==> src/motor_ctrl_pkg.sv <==
// Shared constants of the six-step motor controller: register map, field
// positions, reset values and timing counts for a 20 MHz system clock.
package motor_ctrl_pkg;

    // Clock and timing
    localparam int          SYS_CLK_HZ        = 20_000_000;
    localparam int          CLK_PERIOD_NS     = 50;
    localparam int          PWM_FREQ_HZ       = 25_000;
    localparam int          PWM_PERIOD_CYC    = SYS_CLK_HZ / PWM_FREQ_HZ;
    localparam int          PWM_MIN_FREQ_HZ   = 20_000;
    localparam int          PWM_MAX_FREQ_HZ   = 30_000;
    localparam int          FB_MIN_LOW_US     = 50;
    // Strictly above the minimum, so one cycle more than the exact figure
    localparam int          FB_MIN_LOW_CYC    = (FB_MIN_LOW_US * 1000) / CLK_PERIOD_NS + 1;

    // Register port geometry
    localparam int          ADDR_W            = 4;
    localparam int          DATA_W            = 16;
    localparam int          SPEED_W           = 8;
    localparam int          CUR_W             = 8;

    // Register byte offsets
    localparam logic [3:0]  SPEED_CMD_OFS     = 4'h0;
    localparam logic [3:0]  CUR_LIMIT_OFS     = 4'h4;
    localparam logic [3:0]  LOW_TIME_OFS      = 4'h8;
    localparam logic [3:0]  STATUS_OFS        = 4'hC;

    // Reset values
    localparam logic [7:0]  SPEED_CMD_RST     = 8'h00;
    localparam logic [7:0]  CUR_LIMIT_RST     = 8'h80;
    localparam logic [15:0] LOW_TIME_RST      = 16'h4E20;

    // Status field positions
    localparam int          ST_CODE_LSB       = 0;
    localparam int          ST_VALID_BIT      = 3;
    localparam int          ST_OVER_BIT       = 4;
    localparam int          ST_BRAKE_BIT      = 5;
    localparam int          ST_RUN_BIT        = 6;

    // Commutation modes
    typedef enum logic [1:0] {
        DRV_OFF,
        DRV_BRAKE,
        DRV_RUN
    } drive_mode_t;

endpackage

==> src/commutation_if.sv <==
// Carrier between the controller top and its sensor-code decoder.
// Assumes one clock domain; the decoder is purely combinational.
`timescale 1ns/1ps
interface commutation_if;
    logic [2:0] code;
    logic       dir_cw;
    logic [2:0] high_sel;
    logic [2:0] low_sel;
    logic       valid;

    modport dec  (input code, dir_cw, output high_sel, low_sel, valid);
    modport user (output code, dir_cw, input high_sel, low_sel, valid);
endinterface

==> src/commutation_decode.sv <==
// Six-step decoder: rotor sensor code and direction to phase selection.
// Assumes the code is already synchronised; output is combinational.
`timescale 1ns/1ps
module commutation_decode (
    // Code in, phase selection out
    commutation_if.dec cif
);

    // One-hot low and high phase for clockwise order (U=bit0, V=bit1, W=bit2)
    function automatic logic [5:0] cw_step(input logic [2:0] c);
        case (c)
            3'h5:    cw_step = {3'h2, 3'h1};
            3'h4:    cw_step = {3'h4, 3'h1};
            3'h6:    cw_step = {3'h4, 3'h2};
            3'h2:    cw_step = {3'h1, 3'h2};
            3'h3:    cw_step = {3'h1, 3'h4};
            3'h1:    cw_step = {3'h2, 3'h4};
            default: cw_step = 6'h00;
        endcase
    endfunction

    wire [5:0] step_w = cw_step(cif.code);

    // Counter-clockwise swaps the roles of the two conducting phases
    assign cif.valid    = (cif.code != 3'h0) && (cif.code != 3'h7);
    assign cif.high_sel = cif.dir_cw ? step_w[2:0] : step_w[5:3];
    assign cif.low_sel  = cif.dir_cw ? step_w[5:3] : step_w[2:0];

endmodule

==> src/motor_ctrl_top.sv <==
// Six-step brushless motor commutation controller with low-side PWM,
// current cut-off, brake, and speed feedback pulse.
// Assumes pins are asynchronous to SYS_CLK_I; register port on the same clock.
`timescale 1ns/1ps
module motor_ctrl_top #(
    parameter int PWM_PERIOD = motor_ctrl_pkg::PWM_PERIOD_CYC
) (
    // Clock and reset
    input  wire logic        SYS_CLK_I,
    input  wire logic        SRST_I,
    // Register port
    input  wire logic [3:0]  REG_ADDR_I,
    input  wire logic [15:0] REG_WDATA_I,
    input  wire logic        REG_WR_I,
    input  wire logic        REG_RD_I,
    output logic      [15:0] REG_RDATA_O,
    // Command pins
    input  wire logic        RUN_STOP_I,
    input  wire logic        DIRECTION_SELECT_I,
    input  wire logic        BRAKE_N_I,
    // Sensor pins
    input  wire logic [2:0]  ROTOR_SENSOR_POSITIVE_I,
    input  wire logic [2:0]  ROTOR_SENSOR_NEGATIVE_I,
    input  wire logic [7:0]  SENSED_CURRENT_VOLTAGE_I,
    // Drive outputs
    output logic      [2:0]  HIGH_SIDE_O,
    output logic      [2:0]  LOW_SIDE_O,
    output logic             SPEED_FEEDBACK_PULSE_O
);

    localparam int SYNC_W = 17;
    localparam int FB_MIN = motor_ctrl_pkg::FB_MIN_LOW_CYC;

    // Carrier must stay inside the 20 to 30 kHz band and fit the 10-bit counter
    if (PWM_PERIOD < motor_ctrl_pkg::SYS_CLK_HZ / motor_ctrl_pkg::PWM_MAX_FREQ_HZ ||
        PWM_PERIOD > motor_ctrl_pkg::SYS_CLK_HZ / motor_ctrl_pkg::PWM_MIN_FREQ_HZ ||
        PWM_PERIOD > 1023) begin : g_period_check
        $error("PWM_PERIOD outside the usable carrier band");
    end

    ////////////////////////////////////////////////////////////////////////////////
    // Pin synchroniser

    logic [SYNC_W-1:0] meta_r;
    logic [SYNC_W-1:0] sync_r;
    wire  [SYNC_W-1:0] pins_w = {SENSED_CURRENT_VOLTAGE_I, ROTOR_SENSOR_NEGATIVE_I,
                                 ROTOR_SENSOR_POSITIVE_I, BRAKE_N_I, DIRECTION_SELECT_I,
                                 RUN_STOP_I};

    // Idle pin levels; brake input idles high, so reset never fakes a brake
    localparam logic [SYNC_W-1:0] SYNC_IDLE = 17'h00004;

    // Two stages; only the second stage is read by logic
    always_ff @(posedge SYS_CLK_I) begin
        if (SRST_I) begin
            meta_r <= SYNC_IDLE;
            sync_r <= SYNC_IDLE;
        end else begin
            meta_r <= pins_w;
            sync_r <= meta_r;
        end
    end

    wire       run_s     = sync_r[0];
    wire       dir_s     = sync_r[1];
    wire       brake_act = ~sync_r[2];
    wire [2:0] pos_s     = sync_r[5:3];
    wire [2:0] neg_s     = sync_r[8:6];
    wire [7:0] cur_s     = sync_r[16:9];

    ////////////////////////////////////////////////////////////////////////////////
    // Register file

    logic [7:0]  speed_cmd_r;
    logic [7:0]  cur_limit_r;
    logic [15:0] low_time_r;
    logic [15:0] rdata_r;
    logic [15:0] rdata_nxt;
    logic [15:0] status_w;
    logic        over_w;

    wire wr_speed = REG_WR_I && (REG_ADDR_I == motor_ctrl_pkg::SPEED_CMD_OFS);
    wire wr_limit = REG_WR_I && (REG_ADDR_I == motor_ctrl_pkg::CUR_LIMIT_OFS);
    wire wr_low   = REG_WR_I && (REG_ADDR_I == motor_ctrl_pkg::LOW_TIME_OFS);

    // Read mux; unmapped offsets read zero
    always_comb begin
        rdata_nxt = 16'h0000;
        if (REG_RD_I) begin
            case (REG_ADDR_I)
                motor_ctrl_pkg::SPEED_CMD_OFS: rdata_nxt = {8'h00, speed_cmd_r};
                motor_ctrl_pkg::CUR_LIMIT_OFS: rdata_nxt = {8'h00, cur_limit_r};
                motor_ctrl_pkg::LOW_TIME_OFS:  rdata_nxt = low_time_r;
                motor_ctrl_pkg::STATUS_OFS:    rdata_nxt = status_w;
                default:                       rdata_nxt = 16'h0000;
            endcase
        end
    end

    // Writes and the one-cycle read answer
    always_ff @(posedge SYS_CLK_I) begin
        if (SRST_I) begin
            speed_cmd_r <= motor_ctrl_pkg::SPEED_CMD_RST;
            cur_limit_r <= motor_ctrl_pkg::CUR_LIMIT_RST;
            low_time_r  <= motor_ctrl_pkg::LOW_TIME_RST;
            rdata_r     <= 16'h0000;
        end else begin
            if (wr_speed) speed_cmd_r <= REG_WDATA_I[7:0];
            if (wr_limit) cur_limit_r <= REG_WDATA_I[7:0];
            if (wr_low)   low_time_r  <= REG_WDATA_I;
            rdata_r <= rdata_nxt;
        end
    end

    ////////////////////////////////////////////////////////////////////////////////
    // Sensor decode

    commutation_if cif ();
    assign cif.code   = pos_s & ~neg_s; // Asserted when positive leg exceeds negative
    assign cif.dir_cw = dir_s;

    commutation_decode u_decode (
        .cif (cif)
    );

    ////////////////////////////////////////////////////////////////////////////////
    // Low-side modulation

    logic [9:0] pwm_cnt_r;

    // Duty threshold scaled from the 8-bit command; full scale gives 255/256 of the period, four cycles short at 800
    function automatic logic [9:0] pwm_compare(input logic [7:0] lvl, input logic [9:0] per);
        logic [17:0] prod;
        prod = lvl * per;
        pwm_compare = prod[17:8];
    endfunction

    wire [9:0] period_w = 10'(PWM_PERIOD);
    wire       pwm_on   = pwm_cnt_r < pwm_compare(speed_cmd_r, period_w);
    assign over_w = cur_s > cur_limit_r;

    // Free-running carrier counter
    always_ff @(posedge SYS_CLK_I) begin
        if (SRST_I || pwm_cnt_r == period_w - 10'h001) pwm_cnt_r <= 10'h000;
        else pwm_cnt_r <= pwm_cnt_r + 10'h001;
    end

    ////////////////////////////////////////////////////////////////////////////////
    // Drive selection

    motor_ctrl_pkg::drive_mode_t mode_w;
    logic [2:0] high_nxt;
    logic [2:0] low_nxt;

    // Brake first, then stop, then invalid code
    assign mode_w = brake_act ? motor_ctrl_pkg::DRV_BRAKE :
                    (!run_s || !cif.valid) ? motor_ctrl_pkg::DRV_OFF :
                    motor_ctrl_pkg::DRV_RUN;

    always_comb begin
        high_nxt = 3'h0;
        low_nxt  = 3'h0;
        case (mode_w)
            motor_ctrl_pkg::DRV_BRAKE: low_nxt = 3'h7;
            motor_ctrl_pkg::DRV_RUN: begin
                high_nxt = cif.high_sel;
                low_nxt  = (pwm_on && !over_w) ? cif.low_sel : 3'h0;
            end
            default: begin
                high_nxt = 3'h0;
                low_nxt  = 3'h0;
            end
        endcase
    end

    // Registered drive avoids glitches on switch gates
    always_ff @(posedge SYS_CLK_I) begin
        if (SRST_I) begin
            HIGH_SIDE_O <= 3'h0;
            LOW_SIDE_O  <= 3'h0;
        end else begin
            HIGH_SIDE_O <= high_nxt;
            LOW_SIDE_O  <= low_nxt;
        end
    end

    ////////////////////////////////////////////////////////////////////////////////
    // Speed feedback pulse

    logic [2:0]  prev_code_r;
    logic [15:0] low_cnt_r;
    logic        fb_r;

    wire        step_ev   = cif.valid && (cif.code != prev_code_r);
    wire [15:0] eff_low_w = (low_time_r < 16'(FB_MIN)) ? 16'(FB_MIN) : low_time_r;

    // A new transition restarts the low phase; overlapping pulses merge
    always_ff @(posedge SYS_CLK_I) begin
        if (SRST_I) begin
            prev_code_r <= 3'h0;
            low_cnt_r   <= 16'h0000;
            fb_r        <= 1'b1;
        end else begin
            if (cif.valid) prev_code_r <= cif.code;
            if (step_ev) begin
                low_cnt_r <= eff_low_w - 16'h0001;
                fb_r      <= 1'b0;
            end else if (low_cnt_r != 16'h0000) begin
                low_cnt_r <= low_cnt_r - 16'h0001;
            end else begin
                fb_r <= 1'b1;
            end
        end
    end

    assign SPEED_FEEDBACK_PULSE_O = fb_r;
    assign REG_RDATA_O            = rdata_r;

    // Live state for software
    assign status_w = {9'h000, run_s, brake_act, over_w, cif.valid, cif.code};

    ////////////////////////////////////////////////////////////////////////////////
    // Checks

    logic [15:0] low_run_r;

    // Length of the current low phase of the feedback pulse
    always_ff @(posedge SYS_CLK_I) begin
        if (SRST_I || fb_r) low_run_r <= 16'h0000;
        else if (low_run_r != 16'hFFFF) low_run_r <= low_run_r + 16'h0001;
    end
endmodule

==> config.mk <==
export PLATFORM = sky130hd
export DESIGN_NAME = motor_ctrl_top
export DESIGN_NICKNAME = d
export VERILOG_FILES = /design/src/motor_ctrl_pkg.sv /design/src/commutation_if.sv /design/src/commutation_decode.sv /design/src/motor_ctrl_top.sv
export SDC_FILE = /design/constraint.sdc
export NUM_CORES = 1
export LEC_CHECK = 0
export BUFFER_PORTS_ARGS = -buffer_cell sky130_fd_sc_hd__buf_4
export CORE_MARGIN = 2
export CORE_UTILIZATION = 50
export DETAILED_ROUTE_END_ITERATION = 8
export PLACE_DENSITY_LB_ADDON = 0.15
export SYNTH_ARGS = -nofsm -noshare
export SYNTH_HDL_FRONTEND = slang
export SYNTH_SLANG_ARGS = --single-unit
==> constraint.sdc <==
create_clock -name SYS_CLK_I -period 3.69 [get_ports SYS_CLK_I]
set_input_delay 0.738 -clock SYS_CLK_I [delete_from_list [all_inputs] [get_ports SYS_CLK_I]]
set_output_delay 0.738 -clock SYS_CLK_I [all_outputs]
set_load 0.005 [all_outputs]
; Word level (Yosys, flattened, before mapping)
; Cells that the tools add are included.
[op_classes]
eq_ne = 15
order_cmp = 3
n_addsub = 3
n_mux = 13
reduce_logical = 17
mul = 1
bitwise_logic = 5
[ops]
columns = op, n
row1 = $pmux 16 s4, 1
row2 = $mux 16, 3
row3 = $pmux 6 s6, 1
row4 = $sub 16x1->16 const B, 2
row5 = $lt 16x10->1 const B, 1
row6 = $reduce_bool 16->1, 1
row7 = $mul 8x5->13 const B, 1
row8 = $add 10x1->10 const B, 1
row9 = $eq 10x10->1 const B, 1
row10 = $lt 10x10->1, 1
row11 = $eq 3x3->1 const B, 3
row12 = $mux 3, 3
row13 = $eq 4x4->1 const B, 2
row14 = $gt 8x8->1, 1
row15 = $eq 3x2->1 const B, 2
row16 = $logic_and 1x1->1, 6
row17 = $pmux 3 s2, 1
row18 = $eq 4x3->1 const B, 1
row19 = $logic_not 4->1, 1
row20 = $mux 2, 2
row21 = $reduce_or 2->1, 2
row22 = $and 3x3->3, 1
row23 = $eq 3x1->1 const B, 1
row24 = $logic_not 1->1, 3
row25 = other kinds (11), 15
[totals]
input_bits = 41
reg_bits = 118
elab_cells = 69
out_inout_bits = 23

; Logic depth before layout (Yosys ltp)
; Gate-level depths: netlist of run 1.
[logic_depth]
ltp_word = 11
mapped_depth = 18
mapped_depth_nobuf = 18

; Hierarchy
; A second synthesis of run 1 with hierarchy kept.
[unflattened]
cells_unflattened = 617
hier_area_um2 = 5873.1
[by_module_without_submodules]
columns = mod, instances, area_each_um2, cells_each
row1 = motor_ctrl_top, 1, 5753.0, 600
row2 = commutation_decode, 1, 120.1, 17

; Worst setup path after synthesis of run 1
; No wires, ideal clock.
[synth_path]
kind = register to register
start = register speed_cmd_r[3]
end = register LOW_SIDE_O[0]
n_path_buf = 0
path_stages_with_launch = 18
setup_slack_ns = 0.040
arrival_ns = 3.575
setup_ns = 0.075
required_ns = 3.615
cell_sequence = dfxtp_1 > ha_1 > ha_1 > fa_1 > ha_1 > nor2b_1 > o21ai_0 > nand2b_1 > a21o_1 > nand2_1 > nand2b_1 > xnor2_1 > ha_1 > o21a_1 > o211ai_1 > o211ai_1 > or3_1 > o22ai_1
[synth_via]
elab_chain_len = 5
[synth_lines]
columns = item, line
row1 = start: declaration, motor_ctrl_top.sv:74  ; logic [7:0] speed_cmd_r;
row2 = start signal: assignment, motor_ctrl_top.sv:103  ; speed_cmd_r <= motor_ctrl_pkg::SPEED_CMD_RST;
row3 = start signal: assignment, motor_ctrl_top.sv:108  ; if (wr_speed) speed_cmd_r <= REG_WDATA_I[7:0];
row4 = $mul 8x5->13, motor_ctrl_top.sv:134  ; prod = lvl * per;
row5 = $lt 10x10->1, motor_ctrl_top.sv:139  ; wire pwm_on = pwm_cnt_r < pwm_compare(speed_cmd_r, period_w);
row6 = $logic_and 1x1->1, motor_ctrl_top.sv:167  ; low_nxt = (pwm_on && !over_w) ? cif.low_sel : 3'h0;
row7 = $mux 3, motor_ctrl_top.sv:167
row8 = $pmux 3 s2, motor_ctrl_top.sv:163  ; case (mode_w)
row9 = end signal: assignment, motor_ctrl_top.sv:183  ; LOW_SIDE_O <= low_nxt;
row10 = end: declaration, motor_ctrl_top.sv:27  ; output logic [2:0] LOW_SIDE_O,
; No other way between the ends.
; A chain may end at the register's enable or synchronous reset.

; Worst setup path after layout of run 1
[layout_path]
start = register speed_cmd_r[2]
end = register LOW_SIDE_O[1]
; The elaborated chain is that of the path after synthesis.

==> results of run 1 <==
timing repair:
| item | 4_1_cts | 5_1_grt |
|---|---|---|
| pin swaps | 16 | 13 |
| hold buffers | 0 | 0 |
| resized for setup | 22 | 12 |
| endpoints found under the setup margin | 3 | 7 |
| hold endpoints to repair | 0 | 0 |
| setup buffers | 1 | 1 |
routing by layer:
layer | global-route usage | vias to the layer above | wire length (um)
met3 | 0.0533 | 27 | 676
met1 | 0.295 | 2156 | 6290
met2 | 0.367 | 118 | 6260
met4 | 0.105 | 0 | 357
met5 | 0 | - | 0
li1 | - | 2329 | -
cell type report:
type	instances	area (um^2)
clock buffer	18	439
clock inverter	13	253
fill	919	4020
inverter	25	93.8
multi-input combinational	460	3400
sequential	118	2370
tap	143	179
timing repair buffer	82	616
Yosys cell counts (all sizes together) (3+ instances only):
library cell | n | area share
ha | 47 | 0.10
nor4 | 7 | 0.010
or2 | 4 | 0.0043
nand3 | 16 | 0.014
nand3b | 8 | 0.010
nor2b | 46 | 0.050
a211oi | 15 | 0.020
o22ai | 4 | 0.0043
nor3 | 23 | 0.021
nand2 | 53 | 0.034
nor3b | 3 | 0.0039
fa | 3 | 0.010
or3 | 10 | 0.012
nand4 | 3 | 0.0032
inv | 25 | 0.016
mux2i | 17 | 0.029
xnor2 | 20 | 0.030
or4 | 4 | 0.0061
nor2 | 58 | 0.038
o21a | 3 | 0.0039
o211ai | 3 | 0.0039
nand2b | 10 | 0.011
clkbuf | 22 | 0.014
buf | 5 | 0.0043
dfxtp | 118 | 0.41
xor2 | 18 | 0.027
and3 | 5 | 0.0054
o21ai | 12 | 0.010
a21o | 6 | 0.0078
and2 | 9 | 0.0097
a21oi | 34 | 0.029
mux4 | 7 | 0.027
stage by stage:
| step | util | total power (W) |
|---|---|---|
| 6_report | 0.646 | 0.00378 |
| 5_1_grt | 0.646 | 0.00392 |
| 4_1_cts | 0.640 | 0.00380 |
| 3_5_place_dp | 0.568 | 0.00187 |
| 3_3_place_gp | 0.568 | 0.00186 |
| 2_1_floorplan | - | 0.00175 |
state kept, by name, indices dropped and copies added, names as in the netlist:
| signal | flops |
|---|---|
| REG_RDATA_O | 16 |
| low_time_r | 16 |
| cur_limit_r | 8 |
| sync_r | 17 |
| HIGH_SIDE_O | 3 |
| pwm_cnt_r | 10 |
| speed_cmd_r | 8 |
| low_cnt_r | 16 |
| prev_code_r | 3 |
| LOW_SIDE_O | 3 |
| meta_r | 17 |
| SPEED_FEEDBACK_PULSE_O | 1 |
power by group:
part / switching (W) / internal, W / leakage, nW
Clock: 0.000575 / 0.00135 / 0.332
Combinational: 0.000215 / 0.000216 / 1.84
Sequential: 0.0000721 / 0.00135 / 0.967
worst max-delay path by stage:
| stage | start | to | slack, ns | cells after the start |
|---|---|---|---|---|
| after floorplan | speed_cmd_r[3]$_SDFFE_PP0P_ | LOW_SIDE_O[0]$_SDFF_PP0_ | 0.04 | 17 |
| after global placement | speed_cmd_r[3]$_SDFFE_PP0P_ | LOW_SIDE_O[2]$_SDFF_PP0_ | -0.07 | 17 |
| after detailed placement | speed_cmd_r[2]$_SDFFE_PP0P_ | LOW_SIDE_O[0]$_SDFF_PP0_ | -0.37 | 16 |
| after CTS | speed_cmd_r[3]$_SDFFE_PP0P_ | LOW_SIDE_O[1]$_SDFF_PP0_ | -0.01 | 17 |
| after global routing | speed_cmd_r[1]$_SDFFE_PP0P_ | LOW_SIDE_O[1]$_SDFF_PP0_ | -0.13 | 16 |
| final | speed_cmd_r[2]$_SDFFE_PP0P_ | LOW_SIDE_O[1]$_SDFF_PP0_ | 0.02 | 17 |
cell families (layout without fill, tap and decap cells):
group / after synthesis / after routing
AO/OA/AOI/OAI: 88 / 88
XOR/XNOR: 38 / 38
adder cells (fa/ha/maj): 50 / 50
buffers and inverters: 52 / 138
flip-flops: 118 / 118
multiplexers: 24 / 24
AND/OR/NAND/NOR: 260 / 260
==> results.json, run 1 <==
{
  "outcome": "finished, final reports clean",
  "drt_iter0_markers": 208,
  "max-slew-margin-rel": 0.398,
  "vdd_drop_max_mv": 0.481,
  "area_growth_pct": 27.0,
  "ant_nets": 0,
  "p_leak_nw": 3.14,
  "min_period_ns": 3.67,
  "ctsRootBufferMaster": "clkbuf_16",
  "antenna_found_initial": 0,
  "cts.sink_count": 118,
  "cpPeakStageDelay_ns": 0.53,
  "setup_violations": 0,
  "min_path_type": "reg2reg",
  "clkTransAtPathRegs_ns": 0.05,
  "min_from": "meta_r[2]$_SDFF_PP1_",
  "syn_inst": 630,
  "cp_top_family": "adder cells",
  "maxSlewViolCount": 0,
  "dp_cells": 826,
  "whs_path_depth": 1,
  "synth_top_family_by_area": "simple AND/OR/NAND/NOR gates",
  "cts_tree": "done",
  "finalClockSkew_ns": 0.00490,
  "slowest_stage": "fa_1",
  "die_h_um": 112,
  "syn_area_per_cell_um2": 9.18,
  "hold_viol": 0,
  "post-place-ws_ns": -0.371,
  "crit_required_ns": 4.03,
  "regToRegStartpoint": "speed_cmd_r[2]$_SDFFE_PP0P_",
  "drc_errors": 0,
  "synthMuxAreaShare": 0.0567,
  "synth_compound_gate_area_share": 0.0967,
  "final_cells": 859,
  "placementRows": 39,
  "synth_edf_count": 0,
  "drt-pass1-iter-count": 4,
  "final_common_cell": "dfxtp_1",
  "grt-ovfl-total": 0,
  "pwr_density_cell_nw_per_um2": 514,
  "ys_seq_area_frac": 0.408,
  "crit_fanout": 3,
  "setup_tns_ns": 0,
  "clock_latency_ns": 0.42,
  "grtUsageTotal": 0.229,
  "cp.buffers_inverters": 0,
  "r2r_cells": 17,
  "drive_gt1_frac": 0.223,
  "wl_mm": 13.6,
  "async_flop_share": 0,
  "cp_common_cell": "ha_4",
  "ys_types": 51,
  "h-tree-depth": 4,
  "viasPerCell": 5.39,
  "synth-xor-area-share": 0.0575,
  "dr_total_vias": 4630,
  "final_cell_mix": "dfxtp_1 (114), buf_4 (82), nor2_1 (58)",
  "min_period_over_period": 0.994,
  "antenna_cells": 0,
  "crit_arrival_ns": 4.01,
  "start_util": 0.509,
  "yosysWarnings": 0,
  "synth_nets": 721,
  "dp_hpwl_mm": 9.94,
  "crit_chain": "ha_4 -> ha_4 -> fa_1 -> ha_4 -> nor2b_4 -> o21ai_2 -> nand2b_1 -> a21o_1 -> nand2_2 -> nand2b_1 -> xnor2_1 -> ha_1 -> o21a_1 -> o211ai_1 -> o211ai_1 -> or3_4 -> o22ai_2",
  "grt_max_degree": 49,
  "die_w_um": 112,
  "wl_per_cell_um": 15.8,
  "cts_buffers": 17,
  "setup_ws_ns": 0.0212,
  "core_um2": 11400,
  "reg2reg_to": "LOW_SIDE_O[1]$_SDFF_PP0_",
  "ys_ff_latch": 118,
  "clockBufferDepth": 2,
  "max_cap_viol_count": 0,
  "place.gp.congestion": 0.943,
  "num_io_pins": 64,
  "rrSetupSlack_ns": 0.02,
  "nets": 795,
  "grt_pass1_wl_mm": 22.7,
  "synthAdderAreaFrac": 0.112,
  "worst_slew_pin_slew_ns": 0.899,
  "end_kind": "flop",
  "start_kind": "flop",
  "grt_pass1_vias": 4613,
  "rsz0062_at_grt": "yes",
  "synthSimpleGateAreaFrac": 0.234,
  "hold_slack_ns": 0.408,
  "holdPathEnd": "sync_r[2]$_SDFF_PP1_",
  "die_area_um2": 12400,
  "setup.worst_path.class": "reg2reg",
  "port_buffers": 63,
  "netlist_area_um2": 5780,
  "placedInstanceArea_um2": 6460,
  "fmax_ghz": 0.273,
  "synth_ff_type": "dfxtp_1",
  "postLayoutCellArea_um2": 7350
}
(Power assumes the default switching activity.)
==> run 2: changes to the inputs <==
--- a/config.mk
+++ b/config.mk
@@ -7,7 +7,7 @@
 export LEC_CHECK = 0
 export BUFFER_PORTS_ARGS = -buffer_cell sky130_fd_sc_hd__buf_4
 export CORE_MARGIN = 2
-export CORE_UTILIZATION = 50
+export CORE_UTILIZATION = 53
 export DETAILED_ROUTE_END_ITERATION = 8
 export PLACE_DENSITY_LB_ADDON = 0.15
 export SYNTH_ARGS = -nofsm -noshare
==> run 2 against run 1 <==
Effect of this change: the flow now finishes with violations (negative setup slack); clock skew up 0.0032 ns; power fell by 10%; final cell count is 0.35% lower; flip-flop and latch count stayed put; sequential power about the same; die area is 5.5% lower; design area is 2.2% lower; register-to-register slack lost 0.09 ns; highest routed layer unchanged.
==> results.json, run 2 (synthesized netlist as in run 1, its figures left out) <==
{
  "outcome": "finished with violations",
  "violations": "negative setup slack",
  "setup_ws_ns": -0.0705,
  "setup.worst_path.class": "reg2reg",
  "cts_buffers": 17,
  "rsz0062_at_grt": "yes",
  "slowest_stage": "fa_1",
  "whs_path_depth": 1,
  "postLayoutCellArea_um2": 7190,
  "nFillCells": 876,
  "end_kind": "flop",
  "clock_latency_ns": 0.51,
  "drt-pass1-iter-count": 5,
  "comb_power_share": 0.127,
  "min_period_ns": 3.76,
  "cts_hold_buf": 0,
  "holdPathEnd": "sync_r[2]$_SDFF_PP1_",
  "cts_tree": "done",
  "crit_arrival_ns": 4.19,
  "max_cap_viol_count": 0,
  "power.switching_w": 0.000849,
  "port_buffers": 63,
  "power.total_w": 0.00340,
  "place.gp.congestion": 0.962,
  "antenna_cells": 0,
  "nets": 796,
  "p_seq_frac": 0.419,
  "cp_common_cell": "ha_4",
  "grt_pass1_wl_mm": 22.4,
  "crit_fanout": 4,
  "placementRows": 38,
  "dp_hpwl_mm": 9.78,
  "final_cell_mix": "dfxtp_1 (115), buf_4 (83), nor2_1 (58)",
  "regToRegStartpoint": "speed_cmd_r[3]$_SDFFE_PP0P_",
  "internal_power_w": 0.00255,
  "worst_slew_pin_slew_ns": 0.890,
  "area_growth_pct": 24.3,
  "cts.sink_count": 118,
  "wl_per_cell_um": 16.0,
  "setup_violations": 3,
  "drc_errors": 0,
  "rrSetupSlack_ns": -0.07,
  "placedInstanceArea_um2": 6460,
  "reg2reg_to": "LOW_SIDE_O[0]$_SDFF_PP0_",
  "vdd_drop_max_mv": 0.400,
  "hold_viol": 0,
  "r2r_cells": 16,
  "reg_top3": "meta_r: 17 flops, sync_r: 17 flops",
  "grtUsageTotal": 0.247,
  "clockBufferDepth": 2,
  "min_from": "meta_r[2]$_SDFF_PP1_",
  "core_um2": 10700,
  "grt_max_degree": 43,
  "ctsRootBufferMaster": "clkbuf_8",
  "viasPerCell": 5.45,
  "start_kind": "flop",
  "start_util": 0.538,
  "grt-ovfl-total": 0,
  "hold_slack_ns": 0.409,
  "clkTransAtPathRegs_ns": 0.05,
  "final_common_cell": "dfxtp_1",
  "die_w_um": 108,
  "max-slew-margin-rel": 0.404,
  "antenna_found_initial": 0,
  "p_leak_nw": 3.09,
  "crit_required_ns": 4.12,
  "ant_nets": 0,
  "h-tree-depth": 4,
  "drt_iter0_markers": 221,
  "min_period_over_period": 1.02,
  "wl_mm": 13.7,
  "finalClockSkew_ns": 0.00809,
  "pwr_density_cell_nw_per_um2": 473,
  "cpPeakStageDelay_ns": 0.52,
  "grt_pass1_vias": 4616,
  "fmax_ghz": 0.266,
  "dr_total_vias": 4666,
  "maxSlewViolCount": 0,
  "crit_chain": "ha_4 -> ha_4 -> fa_1 -> ha_4 -> buf_4 -> a21oi_1 -> nor2b_1 -> o21ai_1 -> nand2b_1 -> xnor2_1 -> ha_1 -> o21a_1 -> o211ai_1 -> o211ai_1 -> or3_4 -> o22ai_2",
  "die_area_um2": 11800,
  "dp_cells": 824,
  "min_path_type": "reg2reg",
  "num_io_pins": 64,
  "switching_share": 0.250,
  "final_cells": 856,
  "drive_gt1_frac": 0.211,
  "clockPowerShare": 0.455,
  "die_h_um": 108
}
[run 2: cell types whose count changed in the layout (fill, tap and decap cells not counted), moves of 2 or more]
cell       before  now
clkinv_2        2    4
ha_4            8    6
clkbuf_1        0    2
inv_2           2    0
clkbuf_8        1    3
bufinv_16       7    2
inv_1          23   25
ha_1           38   40
[run 2: metrics by stage]
stage / setup TNS, ns / setup slack, ns / util
2_1_floorplan: 0 / 0.0403 / -
3_3_place_gp: -0.146 / -0.0559 / 0.601
3_5_place_dp: -0.798 / -0.278 / 0.601
4_1_cts: -0.355 / -0.124 / 0.660
5_1_grt: -0.656 / -0.229 / 0.669
6_report: -0.172 / -0.0705 / 0.669
[run 2: worst max path at each step]
stage	from	end	depth (start not counted)
after floorplan	speed_cmd_r[3]$_SDFFE_PP0P_	LOW_SIDE_O[0]$_SDFF_PP0_	17
after global placement	speed_cmd_r[2]$_SDFFE_PP0P_	LOW_SIDE_O[2]$_SDFF_PP0_	17
after detailed placement	speed_cmd_r[3]$_SDFFE_PP0P_	LOW_SIDE_O[0]$_SDFF_PP0_	16
after CTS	speed_cmd_r[2]$_SDFFE_PP0P_	LOW_SIDE_O[1]$_SDFF_PP0_	17
after global routing	speed_cmd_r[3]$_SDFFE_PP0P_	LOW_SIDE_O[0]$_SDFF_PP0_	16
final	speed_cmd_r[3]$_SDFFE_PP0P_	LOW_SIDE_O[0]$_SDFF_PP0_	16
[run 2: cell type report]
class	count	area, um^2	area share
multi-input cells	460	3370	0.469
clock inverters	9	104	0.0144
well taps	140	175	0.0244
inverters	25	93.8	0.0131
flip-flops and latches	118	2370	0.330
repair buffers	83	623	0.0867
clock buffers	21	449	0.0625
[run 2: critical path: cells and delay by family, from the launching register on]
family	cells	cell delay, ns
compound gates	6	1.03
xor+xnor	1	0.16
fa+ha+maj	5	1.44
buf+inv	1	0.13
flops	1	0.36
simple gates	3	0.56
[run 2: timing repair]
item	in CTS	in global routing
buffers inserted	1	1
hold endpoints to repair	0	0
gates resized for setup	14	15
pin swaps	14	5
setup endpoints to repair	3	7
[run 2: layer usage]
layer / global-route usage / routed length [um] / vias up
met5: 0 / 0 / -
li1: - / - / 2327
met3: 0.0452 / 702 / 28
met2: 0.412 / 6560 / 136
met4: 0.105 / 342 / 0
met1: 0.312 / 6090 / 2175
[run 2: power by group through the flow]
stage                     clock (W)  combinational, W  sequential [W]
after floorplan                   0          0.000318         0.00143
after global placement            0          0.000411         0.00144
after detailed placement          0          0.000424         0.00145
after CTS                   0.00157          0.000429         0.00142
after global routing        0.00163          0.000483         0.00143
final                       0.00155          0.000431         0.00142
